==> config.mk <==
export PLATFORM = sky130hd
export DESIGN_NAME = cep_top
export DESIGN_NICKNAME = d
export VERILOG_FILES = /design/src/pkg/cep_pkg.sv /design/src/rtl/cep_top.sv
export VERILOG_INCLUDE_DIRS = /design/src /design/src/pkg
export SDC_FILE = /design/constraint.sdc
export NUM_CORES = 1
export LEC_CHECK = 0
export BUFFER_PORTS_ARGS = -buffer_cell sky130_fd_sc_hd__buf_2
export CAP_MARGIN = 20
export CORE_ASPECT_RATIO = 0.9
export CORE_MARGIN = 5
export CORE_UTILIZATION = 40
export DETAILED_ROUTE_END_ITERATION = 8
export HOLD_SLACK_MARGIN = 0.12
export MAX_ROUTING_LAYER = met4
export PLACE_DENSITY_LB_ADDON = 0.1
export SYNTH_ARGS = -nofsm -noshare
export SYNTH_HDL_FRONTEND = slang
export SYNTH_SLANG_ARGS = --single-unit
==> constraint.sdc <==
create_clock -name clk_sys -period 9.8 [get_ports clk_sys]
set_clock_uncertainty 0.05 [all_clocks]
set_input_delay 2.94 -clock clk_sys [delete_from_list [all_inputs] [get_ports clk_sys]]
set_output_delay 2.94 -clock clk_sys [all_outputs]
set_load 0.05 [all_outputs]
==> src/pkg/cep_defs.svh <==
/*
 Register offsets, reset values, priority levels and field positions
 of the core event prioritizer. Assumes APB byte addresses in paddr[7:0].
*/
`ifndef CEP_DEFS_SVH
`define CEP_DEFS_SVH
`define CEP_NUM_LVL 16
`define CEP_NUM_GP 9
`define CEP_LVL_EMU 4'h0
`define CEP_LVL_RST 4'h1
`define CEP_LVL_NMI 4'h2
`define CEP_LVL_EXC 4'h3
`define CEP_LVL_HWE 4'h5
`define CEP_LVL_TMR 4'h6
`define CEP_LVL_GP0 4'h7
`define CEP_OFS_LATCH 8'h00
`define CEP_OFS_MASK 8'h04
`define CEP_OFS_ACTIVE 8'h08
`define CEP_OFS_CTRL 8'h0c
`define CEP_OFS_STATUS 8'h10
`define CEP_OFS_IRQMASK 8'h14
`define CEP_OFS_SWRAISE 8'h18
`define CEP_FIXED_MASK 16'h000f
`define CEP_GP_MASK 16'hff80
`define CEP_MASK_RST 16'h000f
`define CEP_CTRL_RST 1'b1
`define CEP_ST_W 3
`define CEP_ST_TAKEN 0
`define CEP_ST_RET 1
`define CEP_ST_LOST 2
`endif

==> src/pkg/cep_pkg.sv <==
/*
 Types of the core event prioritizer: levels, event vectors, APB request
 bundle and the event offered to the core. Assumes 16 priority levels.
*/
package cep_pkg;
	typedef logic [3:0] cep_level_t;
	typedef logic [15:0] cep_vec_t;
	typedef struct packed {
		logic psel;
		logic penable;
		logic pwrite;
		logic [7:0] paddr;
		logic [31:0] pwdata;
	} cep_apb_req_t;
	typedef struct packed {
		logic valid;
		cep_level_t level;
	} cep_evt_t;
	typedef enum {APB_IDLE, APB_ACCESS} cep_apb_state_t;
endpackage

==> src/rtl/cep_top.sv <==
/*
 Core event prioritizer: latches dedicated and general events, masks,
 ranks and offers the best one to the core, tracks nesting.
 Assumes core-side requests are synchronous to clk_sys; pins are not.
*/
// Notes on behaviour
// RQ1 - Dedicated events rank emulation 0, reset 1, NMI 2, exception 3, ...
// RQ2 - General interrupts sit at levels 7 up, below every dedicated event.
// RQ3 - Nine general interrupt inputs feed levels 7 through 15.
// RQ4 - Software should keep levels 14 and 15 for software handlers.
// RQ5 - Nested handlers; a higher priority event preempts lower ones.
// RQ6 - Taking emulation puts the processor in emulation mode.
// RQ7 - Taking reset resets the processor; second highest priority.
// RQ8 - NMI comes from the watchdog or the external NMI pin.
// RQ9 - Exceptions are taken synchronously, before the instruction completes.
// RQ10 - Interrupts arrive asynchronously, including a software raise.
// RQ11 - Each level captures its own return address when taken.
// RQ12 - Taking an event saves processor state on the supervisor stack.
// RQ13 - Peripheral router drives the general inputs directly.
// RQ14 - A rising edge sets the latch bit; detection takes two cycles.
// RQ15 - The latch bit clears when its active bit sets.
// RQ16 - Set mask bit allows service; cleared bit blocks a latched event.
// RQ17 - Pending comes no sooner than three cycles after an input edge; core-side inputs such as emuReq latch one cycle after theirs.
// RQ18 - Offer best unmasked latched event only above every active level.
`timescale 1ns/10ps
`include "cep_defs.svh"
module cep_top #(
	parameter int NumGp = `CEP_NUM_GP
) (
	input wire logic clk_sys,
	input wire logic reset_n,
	input wire cep_pkg::cep_apb_req_t apbReq,
	output logic [31:0] prdata,
	output logic pready,
	output logic pslverr,
	input wire logic emuReq,
	input wire logic resetReq,
	input wire logic nmiPin,
	input wire logic wdogNmi,
	input wire logic excReq,
	input wire logic hwErrReq,
	input wire logic timerReq,
	input wire logic [NumGp-1:0] gpIrqPin,
	input wire logic [31:0] resumePc,
	input wire logic coreAccept,
	input wire logic coreReturn,
	input wire cep_pkg::cep_level_t retLevel,
	output cep_pkg::cep_evt_t evtOut,
	output logic [31:0] retAddr,
	output logic emuMode,
	output logic coreResetReq,
	output logic saveState,
	output logic irq
);
	import cep_pkg::*;

	if (NumGp + 7 != `CEP_NUM_LVL) begin : g_badGp
		$error("NumGp must fill levels 7 to 15");
	end

	cep_vec_t latch_r, latch_nxt, mask_r, mask_nxt, active_r, active_nxt;
	cep_vec_t effMask, rawIn, inPrev_r, edgeIn, swSet, swClr, accClr;
	logic [NumGp-1:0] gpMeta_r, gpSync_r;
	logic nmiMeta_r, nmiSync_r, gpEnable_r, gpEnable_nxt;
	logic [`CEP_ST_W-1:0] status_r, statusMask_r, stSet, stClr;
	logic [31:0] retStore_r [`CEP_NUM_LVL];
	logic [31:0] rdMux;
	cep_apb_state_t apbState_r;
	cep_evt_t selNxt;
	logic apbWr, apbRd, accept, rdHit;

	// Pins come from outside the clock domain and pass two flip-flops.
	always_ff @(posedge clk_sys or negedge reset_n) begin
		if (!reset_n) begin
			gpMeta_r <= '0;
			gpSync_r <= '0;
			nmiMeta_r <= 1'b0;
			nmiSync_r <= 1'b0;
		end else begin
			gpMeta_r <= gpIrqPin;
			gpSync_r <= gpMeta_r; // RQ14
			nmiMeta_r <= nmiPin;
			nmiSync_r <= nmiMeta_r;
		end
	end

	always_comb begin
		rawIn = '0;
		rawIn[`CEP_LVL_EMU] = emuReq;
		rawIn[`CEP_LVL_RST] = resetReq;
		rawIn[`CEP_LVL_NMI] = nmiSync_r | wdogNmi; // RQ8
		rawIn[`CEP_LVL_EXC] = excReq; // RQ9
		rawIn[`CEP_LVL_HWE] = hwErrReq;
		rawIn[`CEP_LVL_TMR] = timerReq;
		rawIn[`CEP_NUM_LVL-1:`CEP_LVL_GP0] = gpSync_r; // RQ3 RQ13 RQ10
	end

	assign edgeIn = rawIn & ~inPrev_r; // RQ14
	assign apbWr = apbReq.psel & apbReq.penable & apbReq.pwrite & pready;
	assign apbRd = apbReq.psel & apbReq.penable & ~apbReq.pwrite & pready;
	assign accept = coreAccept & evtOut.valid;

	always_comb begin
		swSet = '0;
		swClr = '0;
		accClr = '0;
		if (apbWr && apbReq.paddr == `CEP_OFS_SWRAISE)
			swSet = apbReq.pwdata[15:0] & `CEP_GP_MASK; // RQ10
		// Software may cancel a latched event only while it is masked.
		if (apbWr && apbReq.paddr == `CEP_OFS_LATCH)
			swClr = apbReq.pwdata[15:0] & ~mask_r;
		if (accept)
			accClr[evtOut.level] = 1'b1; // RQ15
		latch_nxt = (latch_r & ~swClr & ~accClr) | edgeIn | swSet; // RQ14
		active_nxt = active_r;
		if (coreReturn)
			active_nxt[retLevel] = 1'b0;
		active_nxt = active_nxt | accClr; // RQ5
		mask_nxt = mask_r;
		if (apbWr && apbReq.paddr == `CEP_OFS_MASK)
			mask_nxt = apbReq.pwdata[15:0] | `CEP_FIXED_MASK;
		gpEnable_nxt = gpEnable_r;
		if (apbWr && apbReq.paddr == `CEP_OFS_CTRL)
			gpEnable_nxt = apbReq.pwdata[0];
		effMask = mask_nxt & (gpEnable_nxt ? 16'hffff : ~`CEP_GP_MASK); // RQ16
	end

	// Lowest index wins; it must also beat every active level.
	always_comb begin
		cep_vec_t cand;
		cand = latch_nxt & effMask;
		selNxt = '0;
		for (int i = `CEP_NUM_LVL - 1; i >= 0; i--) begin
			if (cand[i]) begin
				selNxt.valid = 1'b1; // RQ1 RQ2
				selNxt.level = cep_level_t'(i);
			end
		end
		for (int i = 0; i < `CEP_NUM_LVL; i++) begin
			if (active_nxt[i] && cep_level_t'(i) <= selNxt.level)
				selNxt.valid = 1'b0; // RQ18 RQ5
		end
	end

	always_ff @(posedge clk_sys or negedge reset_n) begin
		if (!reset_n) begin
			latch_r <= '0;
			active_r <= '0;
			inPrev_r <= '0;
			evtOut <= '0;
		end else begin
			latch_r <= latch_nxt;
			active_r <= active_nxt;
			inPrev_r <= rawIn;
			evtOut <= selNxt; // RQ17
		end
	end

	always_ff @(posedge clk_sys or negedge reset_n) begin
		if (!reset_n) begin
			mask_r <= `CEP_MASK_RST;
			gpEnable_r <= `CEP_CTRL_RST;
			statusMask_r <= '0;
		end else begin
			mask_r <= mask_nxt;
			gpEnable_r <= gpEnable_nxt;
			if (apbWr && apbReq.paddr == `CEP_OFS_IRQMASK)
				statusMask_r <= apbReq.pwdata[`CEP_ST_W-1:0];
		end
	end

	always_ff @(posedge clk_sys or negedge reset_n) begin
		if (!reset_n) begin
			emuMode <= 1'b0;
			coreResetReq <= 1'b0;
			saveState <= 1'b0;
		end else begin
			saveState <= accept; // RQ12
			coreResetReq <= accept && evtOut.level == `CEP_LVL_RST; // RQ7
			if (accept && evtOut.level == `CEP_LVL_EMU)
				emuMode <= 1'b1; // RQ6
			else if (coreReturn && retLevel == `CEP_LVL_EMU)
				emuMode <= 1'b0;
		end
	end

	always_ff @(posedge clk_sys or negedge reset_n) begin
		if (!reset_n) begin
			for (int i = 0; i < `CEP_NUM_LVL; i++)
				retStore_r[i] <= '0;
			retAddr <= '0;
		end else begin
			if (accept)
				retStore_r[evtOut.level] <= resumePc; // RQ11
			retAddr <= retStore_r[retLevel];
		end
	end

	// Sticky status, cleared by reading; a new event wins over the clear.
	always_comb begin
		stSet = '0;
		stSet[`CEP_ST_TAKEN] = accept;
		stSet[`CEP_ST_RET] = coreReturn;
		stSet[`CEP_ST_LOST] = |(edgeIn & latch_r & ~accClr);
		stClr = '0;
		if (apbRd && apbReq.paddr == `CEP_OFS_STATUS)
			stClr = prdata[`CEP_ST_W-1:0];
	end

	always_ff @(posedge clk_sys or negedge reset_n) begin
		if (!reset_n) begin
			status_r <= '0;
			irq <= 1'b0;
		end else begin
			status_r <= (status_r & ~stClr) | stSet;
			irq <= |(status_r & statusMask_r);
		end
	end

	always_comb begin
		rdHit = 1'b1;
		rdMux = '0;
		case (apbReq.paddr)
			`CEP_OFS_LATCH: rdMux[15:0] = latch_r;
			`CEP_OFS_MASK: rdMux[15:0] = mask_r;
			`CEP_OFS_ACTIVE: rdMux[15:0] = active_r;
			`CEP_OFS_CTRL: rdMux[0] = gpEnable_r;
			`CEP_OFS_STATUS: rdMux[`CEP_ST_W-1:0] = status_r;
			`CEP_OFS_IRQMASK: rdMux[`CEP_ST_W-1:0] = statusMask_r;
			`CEP_OFS_SWRAISE: rdMux = '0;
			default: rdHit = 1'b0;
		endcase
	end

	// One wait-free access phase: pready rises the cycle after setup.
	always_ff @(posedge clk_sys or negedge reset_n) begin
		if (!reset_n) begin
			apbState_r <= APB_IDLE;
			pready <= 1'b0;
			prdata <= '0;
			pslverr <= 1'b0;
		end else begin
			case (apbState_r)
				APB_IDLE: begin
					if (apbReq.psel && !apbReq.penable) begin
						apbState_r <= APB_ACCESS;
						pready <= 1'b1;
						prdata <= apbReq.pwrite ? 32'h0 : rdMux;
						pslverr <= !rdHit;
					end
				end
				APB_ACCESS: begin
					apbState_r <= APB_IDLE;
					pready <= 1'b0;
					pslverr <= 1'b0;
				end
				default: apbState_r <= APB_IDLE;
			endcase
		end
	end
endmodule // cep_top

==> flow_metrics.py, run 1 <==
metrics = {
    "final_layout": {
        "finalNetCount": 2218,
        "post-route-util_pct": 46.0,
        "drive_gt1_share_pct": 43.4,
        "fillers": 6363,
        "area_growth_pct": 13.8,
        "multiInputGateArea_mm2": 0.0119,
        "seqCellArea_mm2": 0.0165,
    },
    "synth": {
        "synthTopCellsByCount": "dfrtp_1 (656), mux2_2 (458), nand2_1 (238), mux4_2 (160), clkbuf_1 (116)",
        "yosysMostFrequentCell": "dfrtp_1",
        "postSynthAreaPerCell_um2": 14.4,
        "synthTopCellsByArea": "dfrtp_1 (57%), mux2_2 (18%), mux4_2 (12%)",
        "yosysSeqAreaShare_pct": 57.0,
        "syn-cell-area_mm2": 0.0290,
        "ys_types": 76,
        "ys.flop_type": "dfrtp_1",
        "synth-async-reset-ratio_pct": 100,
        "yosysWarnings": 0,
        "synth_top_area_cell": "dfrtp_1",
        "syn_inst": 2014,
        "synth-edff-count": 0,
        "synth_top_area_share_pct": 56.5,
        "ys_ff_latch": 661,
    },
    "die": {
        "fp.coreArea_mm2": 0.0718,
        "die_area_mm2": 0.0781,
        "pin_count": 174,
        "die_w_um": 294,
        "num_rows": 93,
        "die_h_um": 266,
        "start_util_pct": 40.4,
    },
    "clock_tree": {
        "cts.clk_slew.worst_paths_ns": 0.06,
        "cts_hold_buf": 0,
        "cts_resized": 0,
        "cts_tree": "built",
        "clock_latency_ns": 0.61,
        "clock_path_buffers": 3,
        "postCtsSetupRepairBufs": 0,
        "clock-sinks": 661,
        "cts_made_buffers": 74,
        "h-tree-depth": 3,
        "cts_root_buf": "clkbuf_16",
    },
    "critical_path": {
        "crit_chain": "buf_2 > or4_4 > nor3_4 > mux2_1 > and3_1 > or4b_4 > nor2_4 > nor2_2 > a221o_1 > a221oi_2 > o211a_1",
        "critPathTopFamily": "simple AND/OR/NAND/NOR gates",
        "crit_path_start": "apbReq[37]",
        "worst-path-stages": 11,
        "worstSetupStartpointType": "input pin",
        "critPathSlowestCell": "nor3_4",
        "crit_path_end": "evtOut[4]$_DFF_PN0_",
        "slowest_delay_ns": 0.78,
        "cp.arrival_ns": 6.78,
        "reg2reg_depth": 10,
        "reg2reg_to": "evtOut[4]$_DFF_PN0_",
        "required_ns": 10.29,
        "rrSetupSlack_ns": 5.67,
        "worstReg2RegStart": "pready$_DFFE_PN0P_",
        "path_max_fanout": 16,
        "critical_path.endpoint_type": "register",
        "crit_buf_inv": 1,
        "path_class": "in2reg",
    },
    "timing": {
        "fin_crit_ns": 6.29,
        "hold_violations": 0,
        "setup_tns_ns": 0,
        "timing.final.crit_share_pct": 64.2,
        "final-max-slew-violation-count": 0,
        "rsz0062_at_grt": "no",
        "setup_viol": 0,
        "worst_pin_slew_ns": 1.13,
        "max_freq_mhz": 159,
        "relSlewSlack_pct": 24.5,
    },
    "power_and_ir_drop": {
        "p_seq_share_pct": 48.3,
        "p_int_mw": 4.47,
        "swShare_pct": 22.9,
        "peakVddDrop_mv": 0.115,
        "combPwrFrac_pct": 5.1,
        "clkPwrFrac_pct": 46.6,
        "power_switching_mw": 1.32,
        "p_leak_nw": 16.0,
        "power.density_mw_per_mm2": 175,
    },
    "detailed_routing": {
        "vias": 17400,
        "wl_per_cell_um": 24.5,
        "ant_nets": 0,
        "dr.pass1.iters": 6,
        "drc": 0,
        "drt_iter0_markers": 1260,
        "wl_mm": 76.5,
        "via_per_inst": 5.56,
    },
    "placed_design": {
        "port_buffers": 141,
        "place_congestion": 0.886,
        "hpwl_mm": 43.6,
    },
    "grt": {
        "grt_pass1_vias": 18800,
        "grt_first_pass_wirelength_mm": 119,
        "antenna_found_initial": 4,
        "grt_max_degree": 186,
        "grt_overflow": 0,
        "grt_usage_pct": 20.4,
    },
    "run": {
        "max_cap_violations": 0,
    },
    "status": {
        "status": "complete, no violations",
    },
    "worst_hold_path": {
        "hp-class": "reg2reg",
    },
}
## state kept, by name, indices dropped and copies added, names as in the netlist
name          count
coreResetReq      1
prdata           16
latch_r          16
retAddr          32
pslverr           1
irq               1
statusMask_r      3
gpEnable_r        1
emuMode           1
retStore_r      512
saveState         1
mask_r           16
status_r          3
gpMeta_r          9
gpSync_r          9
nmiSync_r         1
inPrev_r         15
evtOut            5
nmiMeta_r         1
active_r         16
pready            1
## per-stage QoR
step	worst slack, ns	instance area, um2	hold WS [ns]	power, mW	cells
6_report	3.51	33100	0.290	5.79	3125
5_1_grt	3.46	33100	0.302	6.01	3124
4_1_cts	3.58	33000	0.293	5.88	3121
3_5_place_dp	2.95	30700	0.285	3.15	2993
3_3_place_gp	2.94	30700	0.283	3.14	2993
2_1_floorplan	3.77	29100	0.281	3.00	2029
## logic make-up after synthesis
logic type | after synthesis | share of synthesized area (%)
AOI/OAI and AO/OA | 150 | 3.44
buffers and inverters | 175 | 2.53
DFF | 661 | 57.0
muxes | 623 | 30.4
other | 1 | 0.0129
and+or+nand+nor | 404 | 6.66
## cell usage in the layout, fill, tap and decap left out, types with 10 or more instances in the layout
cell,count
clkbuf_1,23
o211ai_1,10
buf_2,137
nand3_1,12
clkbuf_8,14
nor2_1,19
nor2_4,12
nand4_1,15
conb_1,16
clkbuf_16,77
o21ai_0,59
buf_4,33
a21oi_1,16
nand2_1,237
mux2_2,458
nand2b_1,29
nor4_1,11
inv_1,13
dfrtp_1,656
a22o_1,13
mux4_2,160
## layer usage
metal  vias up  global-route usage, %  part of all wire (%)
met4         0                   4.04                   1.8
met2       401                   31.4                    47
met3       107                   3.85                   4.9
li1       7554                      -                     -
met5         -                      -                     0
met1      9317                   28.8                    47
## power groups by stage
stage	clock network (mW)	logic (mW)	registers, mW
floorplan	0	0.153	2.85
finish	2.70	0.293	2.80
global placement	0	0.295	2.84
detailed placement	0	0.300	2.85
CTS	2.78	0.300	2.80
global route	2.88	0.325	2.80
## final cells by class
class / count / area share [%]
clock inverters: 14 / 0.394
flip-flops and latches: 661 / 50.1
clock buffers: 114 / 6.67
well taps: 950 / 3.60
diodes: 4 / 0.0303
repair buffers: 175 / 3.07
multi-input cells: 1193 / 36.0
inverters: 14 / 0.159
## worst min path at each step
stage,startpoint,to,slack [ns],cells after the start
final,gpMeta_r[0]$_DFF_PN0_,gpSync_r[0]$_DFF_PN0_,0.29,0
after global routing,nmiMeta_r$_DFF_PN0_,nmiSync_r$_DFF_PN0_,0.30,0
after CTS,gpMeta_r[0]$_DFF_PN0_,gpSync_r[0]$_DFF_PN0_,0.29,0
after detailed placement,gpMeta_r[1]$_DFF_PN0_,gpSync_r[1]$_DFF_PN0_,0.28,0
after global placement,nmiMeta_r$_DFF_PN0_,nmiSync_r$_DFF_PN0_,0.28,0
after floorplan,gpMeta_r[0]$_DFF_PN0_,gpSync_r[0]$_DFF_PN0_,0.28,0
Note: power is estimated with default switching activity, not from simulation.
==> run 2: changes to the inputs <==
Clock period 9.8 ns to 6.4 ns, I/O delays scaled along.
==> run 2 against run 1 <==
Die area is the same. Sequential power grew 53%. Design area grew 0.88%. Setup slack lost 2.2 ns. Final cell count grew 0.35%. Critical path type unchanged. Largest cell class unchanged.
==> flow_metrics.py, run 2 (same netlist as run 1, synthesis figures left out) <==
metrics = {
    "detailed_routing": {
        "via_per_inst": 5.59,
        "dr.pass1.iters": 6,
        "drc": 0,
        "drt_iter0_markers": 1163,
        "wl_mm": 78.0,
        "ant_nets": 0,
        "vias": 17500,
        "wl_per_cell_um": 24.9,
    },
    "timing": {
        "setup_tns_ns": 0,
        "worst_pin_slew_ns": 1.11,
        "timing.final.crit_share_pct": 79.7,
        "fin_crit_ns": 5.10,
        "max_freq_mhz": 196,
        "hold_violations": 0,
        "relSlewSlack_pct": 26.0,
        "rsz0062_at_grt": "no",
        "setup_viol": 0,
        "final-max-slew-violation-count": 0,
    },
    "placed_design": {
        "place_congestion": 0.888,
        "hpwl_mm": 45.4,
        "postPlaceCellArea_mm2": 0.0308,
        "port_buffers": 141,
    },
    "die": {
        "start_util_pct": 40.4,
        "die_w_um": 294,
        "pin_count": 174,
        "num_rows": 93,
        "die_h_um": 266,
        "die_area_mm2": 0.0781,
        "fp.coreArea_mm2": 0.0718,
    },
    "power_and_ir_drop": {
        "peakVddDrop_mv": 0.178,
        "power.density_mw_per_mm2": 272,
        "p_leak_nw": 16.1,
    },
    "status": {
        "status": "complete, no violations",
    },
    "critical_path": {
        "crit_path_start": "apbReq[37]",
        "worstReg2RegStart": "pready$_DFFE_PN0P_",
        "cp.arrival_ns": 5.60,
        "path_max_fanout": 14,
        "critical_path.endpoint_type": "register",
        "required_ns": 6.90,
        "path_class": "in2reg",
        "worstSetupStartpointType": "input pin",
    },
    "final_layout": {
        "area_growth_pct": 14.8,
        "reg_top3": "retStore_r: 512 flops, retAddr: 32 flops",
        "finalInstanceArea_mm2": 0.0333,
        "largest_reg_flops": 512,
        "multiInputGateArea_mm2": 0.0119,
        "finalNetCount": 2224,
        "fillers": 6337,
        "largest_register": "retStore_r",
        "drive_gt1_share_pct": 44.0,
        "seqCellArea_mm2": 0.0165,
        "layout_commonest_cell": "dfrtp_1",
        "final_cell_mix": "dfrtp_1 (656), mux2_2 (458), nand2_1 (237)",
    },
    "run": {
        "max_cap_violations": 0,
    },
    "clock_tree": {
        "clock_latency_ns": 0.61,
        "cts_hold_buf": 0,
        "cts_tree": "built",
        "cts_root_buf": "clkbuf_16",
        "clock_path_buffers": 3,
        "clock-sinks": 661,
        "cts_resized": 0,
        "cts_made_buffers": 73,
        "h-tree-depth": 3,
        "postCtsSetupRepairBufs": 0,
        "cts.clk_slew.worst_paths_ns": 0.06,
    },
    "worst_hold_path": {
        "hp-class": "reg2reg",
        "hp-start": "nmiMeta_r$_DFF_PN0_",
    },
    "grt": {
        "grt_usage_pct": 20.7,
        "grt_overflow": 0,
        "antenna_found_initial": 2,
        "grt_max_degree": 128,
        "grt_first_pass_wirelength_mm": 121,
        "grt_pass1_vias": 18800,
    },
}
run 2: cell count changes in the layout (fill, tap and decap cells not counted), moves of 2 or more:
cell	delta
bufinv_16	+3
clkbuf_8	+5
buf_12	+6
clkinvlp_4	+2
clkbuf_1	-5
diode_2	-2
run 2: path summary, 6_finish.rpt:
kind,slack (ns),cells after the start,end
worst max-delay path,1.30,12,evtOut[4]$_DFF_PN0_
worst min-delay path,0.29,0,nmiSync_r$_DFF_PN0_
worst max register to register,2.48,11,evtOut[4]$_DFF_PN0_
worst min register to register,0.29,0,nmiSync_r$_DFF_PN0_
max in group asynchronous,3.61,2,retAddr[16]$_DFF_PN0_
min in group asynchronous,1.32,1,prdata[13]$_DFFE_PN0P_
run 2: cell type report:
cell class,instances,area share (%)
tap,950,3.56
antenna,2,0.0150
multi-input combinational,1193,35.7
clock inverter,20,0.732
timing repair buffer,182,3.44
sequential,661,49.6
clock buffer,114,6.76
inverter,14,0.158
run 2: critical path, stage by stage:
cell and delay, ns:
buf_2 0.12, or4_4 0.67, nor3_4 0.46, buf_4 0.29
mux2_2 0.38, and3_1 0.20, or4b_4 0.52, nor2_4 0.13
nor2_2 0.09, a221o_1 0.34, a221oi_2 0.28, o211a_1 0.19
run 2: routing by layer:
metal	part of all wire [%]	global-route usage, %
met5	0	-
met4	1.9	4.43
met3	4.6	3.66
met2	48	32.5
met1	45	28.6
run 2: through the flow:
stage	utilization (%)	hold WS [ns]	total power, mW	setup slack [ns]	std cells
4_1_cts	46.4	0.294	9.21	1.39	3133
2_1_floorplan	-	0.281	4.60	1.39	2029
3_3_place_gp	42.9	0.283	4.81	0.761	2999
3_5_place_dp	42.9	0.286	4.82	0.739	2999
6_report	46.4	0.292	9.06	1.30	3136
5_1_grt	46.4	0.299	9.42	1.23	3136
run 2: report_power, final:
group	switching [mW]	internal, mW	total, mW
clock	1.70	2.63	4.33
combinational	0.303	0.149	0.452
sequential	0.0339	4.25	4.28
total	2.04	7.02	9.06
==> run 3: changes to the inputs <==
Settings changed: ABC_AREA set to 1.
Clock period 6.4 ns to 4.3 ns, I/O delays scaled along.
==> run 3 against run 2 <==
Sequential cell count unchanged. Combinational power rose to 3.3 times the previous value. Die area is 4.9% lower. Largest cell class unchanged.
==> flow_metrics.py, run 3 <==
metrics = {
    "clock_tree": {
        "h-tree-depth": 3,
        "cts_tree": "built",
        "cts_resized": 0,
        "cts_root_buf": "clkbuf_16",
        "cts.clk_slew.worst_paths_ns": 0.06,
        "postCtsSetupRepairBufs": 0,
        "cts_hold_buf": 0,
        "cts_made_buffers": 73,
        "clock_path_buffers": 3,
        "clock_latency_ns": 0.60,
        "clock-sinks": 661,
    },
    "final_layout": {
        "largest_reg_flops": 512,
        "final_cell_mix": "nand2_1 (683), dfrtp_1 (656), o21ai_0 (550)",
        "finalInstanceArea_mm2": 0.0316,
        "antenna_cells": 0,
        "drive_gt1_share_pct": 12.8,
        "fillers": 6573,
        "largest_register": "retStore_r",
        "reg_top3": "retStore_r: 512 flops, retAddr: 32 flops",
        "post-route-util_pct": 46.1,
        "area_growth_pct": 14.6,
        "finalNetCount": 3087,
        "layout_commonest_cell": "nand2_1",
    },
    "die": {
        "pin_count": 174,
        "start_util_pct": 40.3,
        "die_h_um": 259,
        "die_area_mm2": 0.0742,
        "num_rows": 91,
        "die_w_um": 287,
        "fp.coreArea_mm2": 0.0684,
    },
    "timing": {
        "rsz0062_at_grt": "no",
        "timing.final.crit_share_pct": 79.4,
        "holdWs_ns": 0.287,
        "hold_violations": 0,
        "relSlewSlack_pct": 38.0,
        "final-max-slew-violation-count": 0,
        "fin_crit_ns": 3.41,
        "worst_pin_slew_ns": 0.930,
        "setup_tns_ns": 0,
        "setup_viol": 0,
        "max_freq_mhz": 293,
    },
    "critical_path": {
        "path_max_fanout": 12,
        "rrSetupSlack_ns": 1.31,
        "worstReg2RegStart": "pready$_DFFE_PN0P_",
        "required_ns": 4.76,
        "reg2reg_depth": 21,
        "cp.arrival_ns": 3.87,
        "worstSetupStartpointType": "input pin",
        "reg2reg_to": "evtOut[4]$_DFF_PN0_",
        "path_class": "in2reg",
        "critical_path.endpoint_type": "register",
    },
    "synth": {
        "synth_top_area_share_pct": 59.6,
        "synthTopCellsByArea": "dfrtp_1 (60%), o21ai_0 (10%), nand2_1 (9.4%)",
        "syn-cell-area_mm2": 0.0276,
        "yosysWarnings": 0,
        "ys.flop_type": "dfrtp_1",
        "synth-edff-count": 0,
        "postSynthAreaPerCell_um2": 9.41,
        "yosysSeqAreaShare_pct": 60.1,
        "ys_types": 43,
        "synth_top_area_cell": "dfrtp_1",
        "ys_ff_latch": 661,
        "syn_inst": 2928,
        "yosysMostFrequentCell": "nand2_1",
        "synthTopCellsByCount": "nand2_1 (693), dfrtp_1 (656), o21ai_0 (550), a22oi_1 (256), clkbuf_1 (210)",
        "synth-async-reset-ratio_pct": 100,
    },
    "grt": {
        "grt_max_degree": 105,
        "grt_first_pass_wirelength_mm": 129,
        "grt_usage_pct": 22.8,
        "grt_overflow": 0,
        "grt_pass1_vias": 21500,
        "antenna_found_initial": 1,
    },
    "worst_hold_path": {
        "hp-start": "gpMeta_r[1]$_DFF_PN0_",
        "holdPathStages": 0,
        "worstHoldEndpoint": "gpSync_r[1]$_DFF_PN0_",
        "hp-class": "reg2reg",
    },
    "detailed_routing": {
        "ant_nets": 0,
        "vias": 21900,
        "wl_mm": 83.1,
        "via_per_inst": 5.51,
        "dr.pass1.iters": 5,
        "wl_per_cell_um": 20.9,
        "drt_iter0_markers": 2050,
        "drc": 0,
    },
    "power_and_ir_drop": {
        "combPwrFrac_pct": 10.2,
        "p_seq_share_pct": 48.0,
        "power.density_mw_per_mm2": 466,
        "clkPwrFrac_pct": 41.8,
        "p_leak_nw": 14.5,
        "peakVddDrop_mv": 0.266,
        "swShare_pct": 26.2,
        "power_switching_mw": 3.86,
        "p_int_mw": 10.9,
    },
    "placed_design": {
        "place_congestion": 0.855,
        "postPlaceCellArea_mm2": 0.0292,
        "port_buffers": 141,
        "hpwl_mm": 46.8,
    },
    "status": {
        "status": "complete, no violations",
    },
    "run": {
        "max_cap_violations": 0,
    },
}
[run 3: cell count changes after synthesis, moves of 31 or more]
cell | previous run | this run
or4_1 | 1 | 32
mux4_2 | 160 | 0
nand2_1 | 238 | 693
nand2b_1 | 31 | 0
mux2_2 | 458 | 1
clkbuf_1 | 116 | 210
o21ai_0 | 59 | 550
a22oi_1 | 4 | 256
a21oi_1 | 16 | 151
inv_1 | 14 | 135
[run 3: layer usage]
layer	part of all wire, %	vias up	global-route usage (%)	routed length (um)
met2	46	666	35.3	38400
met4	2.5	0	6.27	2070
li1	-	10100	-	-
met1	46	11000	32.0	38300
met3	5.2	158	3.02	4320
met5	0	-	-	0
[run 3: power by group through the flow]
stage | logic [mW] | registers [mW] | clock network (mW)
floorplan | 0.793 | 7.25 | 0
global placement | 1.47 | 7.15 | 0
detailed placement | 1.51 | 7.17 | 0
CTS | 1.51 | 7.07 | 6.31
global route | 1.68 | 7.13 | 6.57
finish | 1.50 | 7.07 | 6.15
[run 3: how the worst max path moves through the flow]
stage,cells after the start,to,start
floorplan,19,evtOut[4]$_DFF_PN0_,apbReq[39]
global placement,28,evtOut[4]$_DFF_PN0_,apbReq[39]
detailed placement,22,evtOut[4]$_DFF_PN0_,apbReq[41]
CTS,22,evtOut[4]$_DFF_PN0_,apbReq[41]
global route,22,evtOut[4]$_DFF_PN0_,apbReq[42]
finish,22,evtOut[4]$_DFF_PN0_,apbReq[41]
[run 3: area by class of cell]
type,count,area (um2),share of cell area [%]
sequential,661,16500,52.4
multi-input combinational,1901,9640,30.5
clock buffer,109,2130,6.74
timing repair buffer,207,1350,4.27
tap,930,1160,3.69
inverter,144,546,1.73
clock inverter,17,199,0.630
[run 3: through the flow]
| stage | worst slack (ns) | total power, mW | instances |
|---|---|---|---|
| 3_5_place_dp | 0.336 | 8.68 | 3843 |
| 4_1_cts | 0.968 | 14.9 | 3969 |
| 3_3_place_gp | 0.363 | 8.62 | 3843 |
| 6_report | 0.886 | 14.7 | 3969 |
| 5_1_grt | 0.625 | 15.4 | 3969 |
| 2_1_floorplan | 1.01 | 8.05 | 2943 |
[run 3: cell families (layout without fill, tap and decap cells)]
family / after synthesis / in the layout / share of synthesized area [%]
simple gates: 875 / 875 / 13.3
mux: 1 / 1 / 0.0409
flops: 661 / 661 / 60.1
other cells: 1 / 16 / 0.0136
buf+inv: 381 / 477 / 5.52
compound gates: 1009 / 1009 / 21.0
[run 3: critical path, stage by stage]
cell and delay, ns:
buf_2 0.08, nand2_1 0.09, nor2_4 0.32, nand2_1 0.26, buf_4 0.25, nor2_1 0.09
o21ai_1 0.08, nand2_1 0.11, nand2_1 0.07, nor2_2 0.15, inv_1 0.06, nand2_1 0.06
nand2_1 0.07, nand2_4 0.10, nand2_2 0.07, nand2_1 0.06, nand3_1 0.07, nor2_1 0.11
nand4_1 0.09, a21oi_1 0.12, nand2_1 0.08, nor2_1 0.17
